<file path="config.mk">
export PLATFORM = sky130hd
export DESIGN_NAME = swtc_top
export DESIGN_NICKNAME = d
export VERILOG_FILES = /design/src/hw/swtc_top.v
export VERILOG_INCLUDE_DIRS = /design/src /design/src/hw
export SDC_FILE = /design/constraint.sdc
export NUM_CORES = 2
export LEC_CHECK = 0
export BUFFER_PORTS_ARGS = -buffer_cell sky130_fd_sc_hd__clkbuf_2
export CAP_MARGIN = 20
export CORE_MARGIN = 8
export CORE_UTILIZATION = 40
export CTS_BUF_LIST = sky130_fd_sc_hd__clkbuf_8
export DETAILED_ROUTE_END_ITERATION = 8
export SLEW_MARGIN = 10
export SYNTH_ARGS = -nofsm -noshare
export SYNTH_HDL_FRONTEND = slang
export SYNTH_SLANG_ARGS = --single-unit
</file>
<file path="constraint.sdc">
create_clock -name pclk -period 42.9 [get_ports pclk]
set_input_delay 2.145 -clock pclk [delete_from_list [all_inputs] [get_ports pclk]]
set_output_delay 2.145 -clock pclk [all_outputs]
set_load 0.01 [all_outputs]
</file>
<file path="src/hw/swtc_defs.vh">
// constants of the sweep trigger control
`ifndef SWTC_DEFS_VH
`define SWTC_DEFS_VH
// ***********
// apb offsets
// ***********
`define SWTC_ADDR_EXT0 12'h000
`define SWTC_ADDR_EXT1 12'h004
`define SWTC_ADDR_EXT2 12'h008
`define SWTC_ADDR_EXT3 12'h00c
`define SWTC_ADDR_CMD 12'h010
`define SWTC_ADDR_STAT 12'h014
`define SWTC_ADDR_RAMP 12'h018
`define SWTC_ADDR_PEN 12'h01c
`define SWTC_ADDR_END 12'h020
`define SWTC_ADDR_HOLD 12'h024
// ***********
// field positions
// ***********
`define SWTC_E0_SINGLE 0
`define SWTC_E0_IRQEN 1
`define SWTC_E0_SRC_LO 2
`define SWTC_E0_HO_LO 5
`define SWTC_E1_RATE_LO 2
`define SWTC_E1_MODE_LO 2
`define SWTC_CMD_ABORT 0
`define SWTC_CMD_IGNORE 1
`define SWTC_CMD_GATEOFF 2
`define SWTC_CMD_ARM 3
// ***********
// reset values
// ***********
`define SWTC_RST_PEN 32'h0000_1ce0
`define SWTC_RST_END 32'h0000_1f40
`define SWTC_RST_HOLD 32'h0000_0040
// ***********
// codes
// ***********
`define SWTC_SRC_FREE 2'h0
`define SWTC_SRC_VIDEO 2'h1
`define SWTC_SRC_EXT 2'h2
`define SWTC_SRC_LINE 2'h3
`define SWTC_MODE_MANUAL 3'h7
`define SWTC_MODE_EXTSWP 3'h6
`endif

</file>
<file path="src/hw/swtc_top.v">
// sweep trigger control with apb register access
//
// The implementer's own choices: register access over APB and the placing of the registers.
`timescale 1ns/1ps
`include "swtc_defs.vh"
module swtc_top #(
	parameter RAMP_W = 32,
	parameter RATE_BASE = 1
) (
	input wire pclk,
	input wire presetn,
	input wire psel,
	input wire penable,
	input wire pwrite,
	input wire [11:0] paddr,
	input wire [31:0] pwdata,
	output reg [31:0] prdata,
	output wire pready,
	output wire pslverr,
	input wire video_trig,
	input wire ext_trig,
	input wire line_trig,
	output reg sweep_active,
	output reg ramp_discharge,
	output reg pen_lift,
	output reg sweep_end_flag,
	output reg end_irq,
	output reg sweep_gate_off,
	output reg manual_sweep_line,
	output reg external_sweep_line,
	output reg [11:0] marker_code,
	output reg [11:0] horiz_out
);
// ***********
// registers
// ***********
reg [7:0] ext0;
reg [7:0] ext1;
reg [7:0] ext2;
reg [3:0] ext3;
reg [2:0] cmd_hold;
reg [RAMP_W-1:0] pen_thr;
reg [RAMP_W-1:0] end_thr;
reg [RAMP_W-1:0] hold_base;
reg armed;
wire wr = psel && penable && pwrite;
wire cancel = wr && paddr == `SWTC_ADDR_CMD && pwdata[`SWTC_CMD_ABORT];
wire rearm = wr && paddr == `SWTC_ADDR_CMD && pwdata[`SWTC_CMD_ARM];
assign pready = 1'b1;
assign pslverr = 1'b0;
always @(posedge pclk or negedge presetn) begin
	if (!presetn) begin
		ext0 <= 8'h00;
		ext1 <= 8'h00;
		ext2 <= 8'h00;
		ext3 <= 4'h0;
		cmd_hold <= 3'h0;
		pen_thr <= `SWTC_RST_PEN;
		end_thr <= `SWTC_RST_END;
		hold_base <= `SWTC_RST_HOLD;
	end else if (wr) begin
		case (paddr)
			`SWTC_ADDR_EXT0: ext0 <= pwdata[7:0];
			`SWTC_ADDR_EXT1: ext1 <= pwdata[7:0];
			`SWTC_ADDR_EXT2: ext2 <= pwdata[7:0];
			`SWTC_ADDR_EXT3: ext3 <= pwdata[3:0];
			`SWTC_ADDR_CMD: cmd_hold <= pwdata[2:0];
			`SWTC_ADDR_PEN: pen_thr <= pwdata[RAMP_W-1:0];
			`SWTC_ADDR_END: end_thr <= pwdata[RAMP_W-1:0];
			`SWTC_ADDR_HOLD: hold_base <= pwdata[RAMP_W-1:0];
			default: ;
		endcase
	end
end
// ***********
// read mux
// ***********
always @* begin
	case (paddr)
		`SWTC_ADDR_EXT0: prdata = {24'h000000, ext0};
		`SWTC_ADDR_EXT1: prdata = {24'h000000, ext1};
		`SWTC_ADDR_EXT2: prdata = {24'h000000, ext2};
		`SWTC_ADDR_EXT3: prdata = {28'h0000000, ext3};
		`SWTC_ADDR_CMD: prdata = {29'h00000000, cmd_hold};
		`SWTC_ADDR_STAT: prdata = {26'h0000000, armed, end_irq, sweep_end_flag, pen_lift, ramp_discharge, sweep_active};
		`SWTC_ADDR_PEN: prdata = pen_thr;
		`SWTC_ADDR_END: prdata = end_thr;
		`SWTC_ADDR_HOLD: prdata = hold_base;
		default: prdata = 32'h0000_0000;
	endcase
end
// ***********
// trigger sync and edge
// ***********
wire [2:0] rise;
swtc_sync_edge #(
	.IDLE(1'b0)
) i_sync_video (
	.pclk(pclk),
	.presetn(presetn),
	.async_in(video_trig),
	.rise(rise[0])
);
swtc_sync_edge #(
	.IDLE(1'b0)
) i_sync_ext (
	.pclk(pclk),
	.presetn(presetn),
	.async_in(ext_trig),
	.rise(rise[1])
);
swtc_sync_edge #(
	.IDLE(1'b0)
) i_sync_line (
	.pclk(pclk),
	.presetn(presetn),
	.async_in(line_trig),
	.rise(rise[2])
);
reg src_edge;
always @* begin
	case (ext0[`SWTC_E0_SRC_LO+1:`SWTC_E0_SRC_LO])
		`SWTC_SRC_FREE: src_edge = 1'b1;
		`SWTC_SRC_VIDEO: src_edge = rise[0];
		`SWTC_SRC_EXT: src_edge = rise[1];
		`SWTC_SRC_LINE: src_edge = rise[2];
		default: src_edge = 1'b0;
	endcase
end
// ***********
// rate and holdoff scaling
// ***********
reg [RAMP_W-1:0] rate_div;
always @* begin
	case (ext1[`SWTC_E1_RATE_LO+2:`SWTC_E1_RATE_LO])
		3'h0: rate_div = RATE_BASE * 2;
		3'h1: rate_div = RATE_BASE * 5;
		3'h2: rate_div = RATE_BASE * 10;
		3'h3: rate_div = RATE_BASE * 20;
		3'h4: rate_div = RATE_BASE * 50;
		3'h5: rate_div = RATE_BASE * 100;
		3'h6: rate_div = RATE_BASE * 200;
		default: rate_div = RATE_BASE * 500;
	endcase
	if (ext1[5]) begin
		rate_div = rate_div * 100;
	end
	if (ext1[6]) begin
		rate_div = rate_div * 100;
	end
end
reg [RAMP_W-1:0] hold_len;
always @* begin
	case (ext0[`SWTC_E0_HO_LO+1:`SWTC_E0_HO_LO])
		2'h0: hold_len = hold_base * rate_div;
		2'h1: hold_len = (hold_base * rate_div) << 2;
		default: hold_len = (hold_base * rate_div) << 4;
	endcase
end
wire [2:0] mode = ext1[`SWTC_E1_MODE_LO+2:`SWTC_E1_MODE_LO];
// ***********
// sweep state, ramp, holdoff
// ***********
reg [RAMP_W-1:0] ramp;
reg hold_done;
wire step_tick;
wire hold_tick;
wire qualified = hold_done && src_edge && armed && !cmd_hold[`SWTC_CMD_IGNORE];
wire reached_end = sweep_active && ramp >= end_thr;
swtc_step_div #(
	.CNT_W(RAMP_W)
) i_step_div (
	.pclk(pclk),
	.presetn(presetn),
	.clr(!sweep_active),
	.run(sweep_active),
	.limit(rate_div),
	.tick(step_tick)
);
swtc_step_div #(
	.CNT_W(RAMP_W)
) i_hold_div (
	.pclk(pclk),
	.presetn(presetn),
	.clr(sweep_active),
	.run(!hold_done),
	.limit(hold_len),
	.tick(hold_tick)
);
always @(posedge pclk or negedge presetn) begin
	if (!presetn) begin
		sweep_active <= 1'b0;
		ramp <= {RAMP_W{1'b0}};
		hold_done <= 1'b0;
		armed <= 1'b1;
		sweep_end_flag <= 1'b0;
		end_irq <= 1'b0;
		pen_lift <= 1'b0;
	end else begin
		sweep_end_flag <= reached_end;
		end_irq <= reached_end && ext0[`SWTC_E0_IRQEN];
		if (sweep_active && (reached_end || cancel)) begin
			sweep_active <= 1'b0;
			hold_done <= 1'b0;
			ramp <= {RAMP_W{1'b0}};
			if (ext0[`SWTC_E0_SINGLE]) begin
				armed <= 1'b0;
			end
		end else if (sweep_active) begin
			if (step_tick) begin
				ramp <= ramp + 1'b1;
			end
		end else begin
			ramp <= {RAMP_W{1'b0}};
			if (hold_tick) begin
				hold_done <= 1'b1;
			end
			if (qualified || mode == `SWTC_MODE_MANUAL || mode == `SWTC_MODE_EXTSWP) begin
				sweep_active <= 1'b1;
			end
		end
		if (rearm) begin
			armed <= 1'b1;
		end else if (!ext0[`SWTC_E0_SINGLE]) begin
			armed <= 1'b1;
		end
		pen_lift <= sweep_active && ramp >= pen_thr;
	end
end
// ***********
// outputs
// ***********
always @(posedge pclk or negedge presetn) begin
	if (!presetn) begin
		ramp_discharge <= 1'b1;
		sweep_gate_off <= 1'b0;
		manual_sweep_line <= 1'b0;
		external_sweep_line <= 1'b0;
		marker_code <= 12'h000;
		horiz_out <= 12'h000;
	end else begin
		ramp_discharge <= !sweep_active;
		sweep_gate_off <= cmd_hold[`SWTC_CMD_GATEOFF];
		manual_sweep_line <= mode == `SWTC_MODE_MANUAL;
		external_sweep_line <= mode == `SWTC_MODE_EXTSWP;
		marker_code <= {ext3, ext2};
		horiz_out <= sweep_active ? ramp[11:0] : {ext3, ext2};
	end
end
endmodule

// ***********
// two stage synchroniser with rising edge detect
// ***********
module swtc_sync_edge #(
	parameter IDLE = 1'b0
) (
	input wire pclk,
	input wire presetn,
	input wire async_in,
	output wire rise
);
reg stage_a;
reg stage_b;
reg stage_d;
always @(posedge pclk or negedge presetn) begin
	if (!presetn) begin
		stage_a <= IDLE;
		stage_b <= IDLE;
		stage_d <= IDLE;
	end else begin
		stage_a <= async_in;
		stage_b <= stage_a;
		stage_d <= stage_b;
	end
end
// idle reset level avoids a false edge after reset
assign rise = stage_b & ~stage_d;
endmodule

// ***********
// cycle divider giving a one-cycle enable pulse
// ***********
module swtc_step_div #(
	parameter CNT_W = 32
) (
	input wire pclk,
	input wire presetn,
	input wire clr,
	input wire run,
	input wire [CNT_W-1:0] limit,
	output wire tick
);
reg [CNT_W-1:0] count;
reg [CNT_W-1:0] next_count;
assign tick = run && !clr && (count + 1'b1 >= limit);
always @* begin
	next_count = count;
	if (clr) begin
		next_count = {CNT_W{1'b0}};
	end else if (tick) begin
		next_count = {CNT_W{1'b0}};
	end else if (run) begin
		next_count = count + 1'b1;
	end
end
always @(posedge pclk or negedge presetn) begin
	if (!presetn) begin
		count <= {CNT_W{1'b0}};
	end else begin
		count <= next_count;
	end
end
endmodule

</file>
Word-level counts from Yosys, hierarchy flattened
Index checks and enable logic that the tools add are counted.
{ "op_classes": {"n_addsub": 3, "n_mul": 3, "n_div": 0, "n_lt_le_gt_ge": 4, "eq_ne": 23, "shift": 0, "n_mux": 24, "bitwise_logic": 6, "reduce_logical": 35} }
{ "ops": {"columns": ["cell", "count"], "rows": [
  ["$mux W32", 10],
  ["$pmux W32 S9", 1],
  ["$ge A32 B32 Y1", 4],
  ["$add A32 B1 Y32 const B", 3],
  ["$mul A32 B5 Y30 const B", 2],
  ["$pmux W32 S2", 1],
  ["$pmux W9 S7", 1],
  ["$eq A12 B5 Y1 const B", 3],
  ["$mul A32 B32 Y32", 1],
  ["$eq A12 B4 Y1 const B", 2],
  ["$eq A12 B6 Y1 const B", 2],
  ["$reduce_and A2 Y1", 9],
  ["$logic_and A1 B1 Y1", 15],
  ["$eq A12 B3 Y1 const B", 1],
  ["$eq A3 B3 Y1 const B", 4],
  ["$logic_not A12 Y1", 1],
  ["$mux W12", 1],
  ["$mux W1", 9],
  ["$eq A3 B2 Y1 const B", 2],
  ["$ne A3 B1 Y1 const B", 2],
  ["$eq A2 B1 Y1 const B", 2],
  ["$eq A2 B2 Y1 const B", 2],
  ["$logic_not A2 Y1", 2],
  ["$pmux W1 S4", 1],
  ["9 further kinds", 17]
]} }
{ "word_totals": {"regBits": 266, "latchBits": 0, "mem_bits_rw": 0, "mem_bits_ro": 0, "output_inout_bits": 66, "wordCells": 130, "n_memories": 0} }

Logic depth before layout (Yosys ltp)
{ "depth": {"word_depth": 13, "mapped_depth": 69, "ltp_nobuf": 66} }

Cells and area by module
Synthesis repeated with hierarchy kept, for this count alone.
{ "unflattened": {"hier_cells": 3898, "hier_area_um2": 34849.7} }
{ "by_module_without_submodules": {"columns": ["module", "instances", "cells_each", "area_each_um2", "seq_area_each_um2"], "rows": [
  ["swtc_top", 1, 3182, 28685.0, 4848.4],
  ["swtc_step_div", 2, 352, 2949.1, 800.8],
  ["swtc_sync_edge", 3, 4, 88.8, 75.1]
]} }

Worst setup path before layout
OpenSTA, ideal clock, no wires.
{ "synth_path": {"path_kind": "flip-flop to flip-flop", "start": "register ext1[3]", "end": "register i_hold_div.count[16]", "setup_ns": 0.083, "arrival_ns": 13.902, "required_time_ns": 42.817, "slack_ns": 28.916, "stages_incl_launch_ff": 66, "n_path_buf": 4, "period_less_slack_ns": 13.984, "cell_sequence": "dfrtp_1 -> buf_4 -> buf_2 -> nor2_1 -> nand2_1 -> nand2_1 -> ha_1 -> ha_1 -> inv_1 -> fa_1 -> inv_1 -> ha_1 -> nand2b_1 -> nand3b_1 -> o21ai_0 -> a211o_1 -> inv_1 -> ha_1 -> (+30 left out) -> xnor2_1 -> xnor2_1 -> xnor2_1 -> xnor2_1 -> xnor3_1 -> xor3_1 -> xnor3_1 -> xnor3_1 -> a21oi_1 -> nor3_1 -> o31a_1 -> ha_1 -> a21oi_1 -> o31ai_1 -> nor3_1 -> clkbuf_1 -> a21oi_1 -> o21ai_0"} }
{ "synth_between": {"elab_chain_len": 12} }
{ "synth_lines": {"columns": ["element", "line", "source"], "rows": [
  ["start, declared", "swtc_top.v:38", "reg [7:0] ext1;"],
  ["start signal, assigned", "swtc_top.v:64", "`SWTC_ADDR_EXT1: ext1 <= pwdata[7:0];"],
  ["$eq A3 B3 Y1, or another cell as far along", "swtc_top.v:135", "case (ext1[`SWTC_E1_RATE_LO+2:`SWTC_E1_RATE_LO])"],
  ["$pmux W9 S7 (*)", "swtc_top.v:135", null],
  ["$mul A32 B5 Y30", "swtc_top.v:146", "rate_div = rate_div * 100;"],
  ["$mux W32 (*)", "swtc_top.v:145", "if (ext1[5]) begin"],
  ["$mul A32 B5 Y30", "swtc_top.v:149", "rate_div = rate_div * 100;"],
  ["$mux W32 (*)", "swtc_top.v:148", "if (ext1[6]) begin"],
  ["$mul A32 B32 Y32 (*)", "swtc_top.v:157", "default: hold_len = (hold_base * rate_div) << 4;"],
  ["$pmux W32 S2 (*)", "swtc_top.v:154", "case (ext0[`SWTC_E0_HO_LO+1:`SWTC_E0_HO_LO])"],
  ["$ge A32 B32 Y1 (*)", "swtc_top.v:296", "assign tick = run && !clr && (count + 1'b1 >= limit);"],
  ["$logic_and A1 B1 Y1 (*)", "swtc_top.v:296", null],
  ["$mux W32", "swtc_top.v:301", "end else if (tick) begin"],
  ["$mux W32", "swtc_top.v:299", "if (clr) begin"],
  ["end signal, assigned", "swtc_top.v:309", "count <= {CNT_W{1'b0}};"],
  ["end signal, assigned", "swtc_top.v:311", "count <= next_count;"],
  ["end, declared", "swtc_top.v:294", "reg [CNT_W-1:0] count;"]
]} }
Every way passes the cells marked *; elsewhere a longest branch is shown, timed or not.
A chain may end at the register's enable or synchronous reset.

Worst setup path in the final report
{ "layout_path": {"start": "register ext1[3]", "end": "register i_hold_div.count[17]"} }
The elaborated chain is that of the path after synthesis.

==> results.md <==
- Slew Viols, Final: 0
- Final ANT Viol Nets: 0
- GRT overflow: 0
- DP Wirelength: 69.52 mm
- Sw Pwr: 0.1568 mW
- Distinct cells, synth: 81
- Crit Path Category: reg2reg
- Most instantiated library cell after synthesis: inv_1
- Synth top cells by count: inv_1 (715), nand2_1 (491), fa_1 (406), ha_1 (330), dfrtp_1 (251)
- Syn-to-layout area delta: 8.849%
- Mapped Area: 33040 um2
- Ys Warns: 0
- Worst Hold Endpoint: i_sync_line.stage_b
- Full die area: 92060 um2
- Final period utilization: 36.73%
- Clock latency on the worst-skew pair: 0.65 ns
- Tightest Hold Check Type: reg2reg
- Power per standard cell area: 16.41 nW/um2
- Clk pwr share: 46.8%
- Main combinational cell family by area after synthesis: adder cells
- Cell-internal power: 0.4335 mW
- Worst EP arrival: 16.28 ns
- Sink Count: 266
- Post-Synth Simple-Gate Area: 15.26%
- Die Y: 303.4 um
- Synth Area in Compound Gates: 9.183%
- DR pass1 iterations: 7
- Static Leakage: 19.33 nW
- Sequential power share: 45.2%
- IO Pins: 118
- Hold WS: 0.3508 ns
- Routability cong.: 0.8831
- Core area: 81980 um2
- Synth top area cells: fa_1 (25%), dfrtp_1 (19%), ha_1 (12%), inv_1 (8.1%), nand2_1 (5.6%)
- Post-synth top flop: dfrtp_1
- Die width: 303.4 um
- Worst R2R Start: ext1[3]
- Comb power frac: 8.0%
- Min cycle time layout: 15.76 ns
- Total GRT Usage: 20.15%
- Max-Cap Viols: 0
- Status: completed
- Post-Route Skew: 0.02822 ns
- Share of layout cells above drive strength 1: 10.07%
- Largest net degree at the start of global routing: 80
- CP peak stage delay: 0.66 ns
- Post-synth EDFFs: 0
- Clock-pin slew on the worst setup and hold paths: 0.06 ns
- Area after DPL: 34810 um2
- Rel. slew slack: 33.80%
- Row cnt: 105
- Hold Vio Cnt, Final: 0
- Final net count: 4532
- IO Port Bufs: 115
- Wirelength, routed: 90.20 mm
- Via count: 25100
- WHS Path Cells: 0
- Crit path capture type: flip-flop
- DRC Markers: 0
- Hold wc startpoint: i_sync_line.stage_a
- Post-Synth Adder-Cell Area: 37.09%
- Finished Core Util: 43.87%
- Worst reg2reg path depth: 60
- Max FO, Critical Path: 44
- Post-Synthesis Cells: 3683
- CTS Hold Bufs: 0
- Final Instance Area: 35970 um2
- Fmax: 63.46 MHz
- Syn_area_per_cell: 8.971 um2
- R2r setup slk: 27.14 ns
- CTS Buf Count: 49
- Wire length per cell: 18.59 um
- Clock root cell: clkbuf_8
- Fraction of registers with async set/reset: 100.0%
- CTS max path bufs: 3
- Mux cell area share after synthesis: 3.223%
- Worst EP required: 43.42 ns
- Yosys reg bits: 266
- Slew @ Worst Pin: 0.9929 ns
- Share of the synthesized area in the top cell type: 24.60%
- Net Sw Frac: 26.57%
- Reg2reg end: i_hold_div.count[17]
- Vias per inst: 5.172
- 1st-iter DRT viols: 1831
- CP max-delay cell: a31oi_1
- Number of fill cells: 8145
- Post-CTS Setup Bufs: 0
- Initial Util: 40.31%
- Initial antenna violation count: 2
- CTS H-tree lvls: 2
- Area leader, netlist: fa_1
- First-pass GRT wire length: 146.4 mm
- Final setup fails: 0
- Xor/xnor share of the synthesized area: 4.733%
- Register area share after synthesis: 20.20%
- Pwr Total: 0.5903 mW
- CP most frequent cell: inv_1
- Number of global-route vias before repair: 26170
- Post-cts resize count: 0
- Sum Neg Setup Slack: 0 ns
- CTS tree: done
- RSZ-0062 raised after global routing: false
- Largest vdd supply drop: 0.04973 mV
- Critical path launch point type: flip-flop
[flip-flops by register name, indices dropped and copies added, names as in the netlist, 8 cells and up]
name	flops
pen_thr	32
ext2	8
ext1	8
i_step_div.count	32
end_thr	32
ramp	32
ext0	8
horiz_out	12
marker_code	12
i_hold_div.count	32
hold_base	32
[power groups by stage]
stage | Clock [mW] | Combinational, mW | Sequential [mW]
6_report | 0.276 | 0.0471 | 0.267
5_1_grt | 0.295 | 0.0534 | 0.268
4_1_cts | 0.284 | 0.0478 | 0.267
3_5_place_dp | 0 | 0.0472 | 0.271
3_3_place_gp | 0 | 0.0468 | 0.271
2_1_floorplan | 0 | 0.0240 | 0.270
[routing by layer]
layer | part of all wire (%) | up-vias | track usage (%) | routed length, um
met5 | 0.014 | - | 0 | 13
met4 | 3.7 | 2 | 7.104 | 3306
met3 | 6.1 | 149 | 3.655 | 5470
met2 | 47 | 707 | 33.40 | 42570
met1 | 43 | 12490 | 26.36 | 38840
li1 | - | 11750 | - | -
[critical path, delay by kind of cell, from the launching register on]
family                   cells  cell delay, ns
AO/OA/AOI/OAI               13            3.90
XOR/XNOR                    10            2.25
adder cells (fa/ha/maj)     17            6.86
buffers and inverters       14            1.40
flip-flops                   1            0.52
AND/OR/NAND/NOR              6            0.70
[stage by stage]
stage	setup WS [ns]	instances
4_1_cts	27.14	4850
2_1_floorplan	28.92	3696
3_3_place_gp	27.43	4761
3_5_place_dp	27.22	4761
5_1_grt	26.08	4853
6_report	27.14	4853
[kinds of logic (layout without fill, tap and decap cells)]
group | Yosys count | in the layout
AOI/OAI and AO/OA | 458 | 458
xor gates and xnor gates | 169 | 169
adders and majority gates | 736 | 736
buffers and inverters | 896 | 982
DFF | 266 | 266
muxes | 96 | 96
other | 2 | 16
and+or+nand+nor | 1060 | 1060
[layout make-up]
class	instances	area, um2	area share (%)
multi-input combinational	2534	23080	64.18
sequential	266	6675	18.56
tap	1070	1339	3.722
inverter	720	2703	7.514
clock buffer	63	867.1	2.411
timing repair buffer	173	1045	2.905
clock inverter	26	251.5	0.6993
antenna	1	2.502	0.006958
[how the worst max path moves through the flow]
stage / startpoint / to / slack, ns / depth (start not counted)
6_report: ext1[3] / i_hold_div.count[17] / 27.14 / 60
5_1_grt: ext1[3] / i_hold_div.count[30] / 26.08 / 60
4_1_cts: ext1[3] / i_hold_div.count[17] / 27.14 / 60
3_5_place_dp: ext1[3] / i_hold_div.count[17] / 27.22 / 60
3_3_place_gp: ext1[3] / i_hold_div.count[17] / 27.43 / 60
2_1_floorplan: ext1[3] / i_hold_div.count[16] / 28.92 / 65
[placed cells by master, fill, tap and decap left out, types with 5 or more instances in the layout]
master	instances
xnor3_1	5
nand4_1	49
mux2i_1	13
clkbuf_2	114
nor2b_1	43
and3_1	50
and2_1	164
nand3_1	53
ha_1	330
o21ai_0	115
nor2_1	121
a22oi_1	20
buf_4	56
clkbuf_8	63
inv_1	727
a22o_1	25
dfrtp_1	251
o21a_1	10
a21oi_1	112
nand2_1	491
mux2_2	83
o21bai_1	12
a222oi_1	33
a21o_1	59
nor3_1	25
or2_1	6
fa_1	406
o211ai_1	7
a31oi_1	11
conb_1	15
nand2b_1	22
dfstp_2	15
xor2_1	67
xnor2_1	96
a211oi_1	8
(Power assumes the default switching activity.)
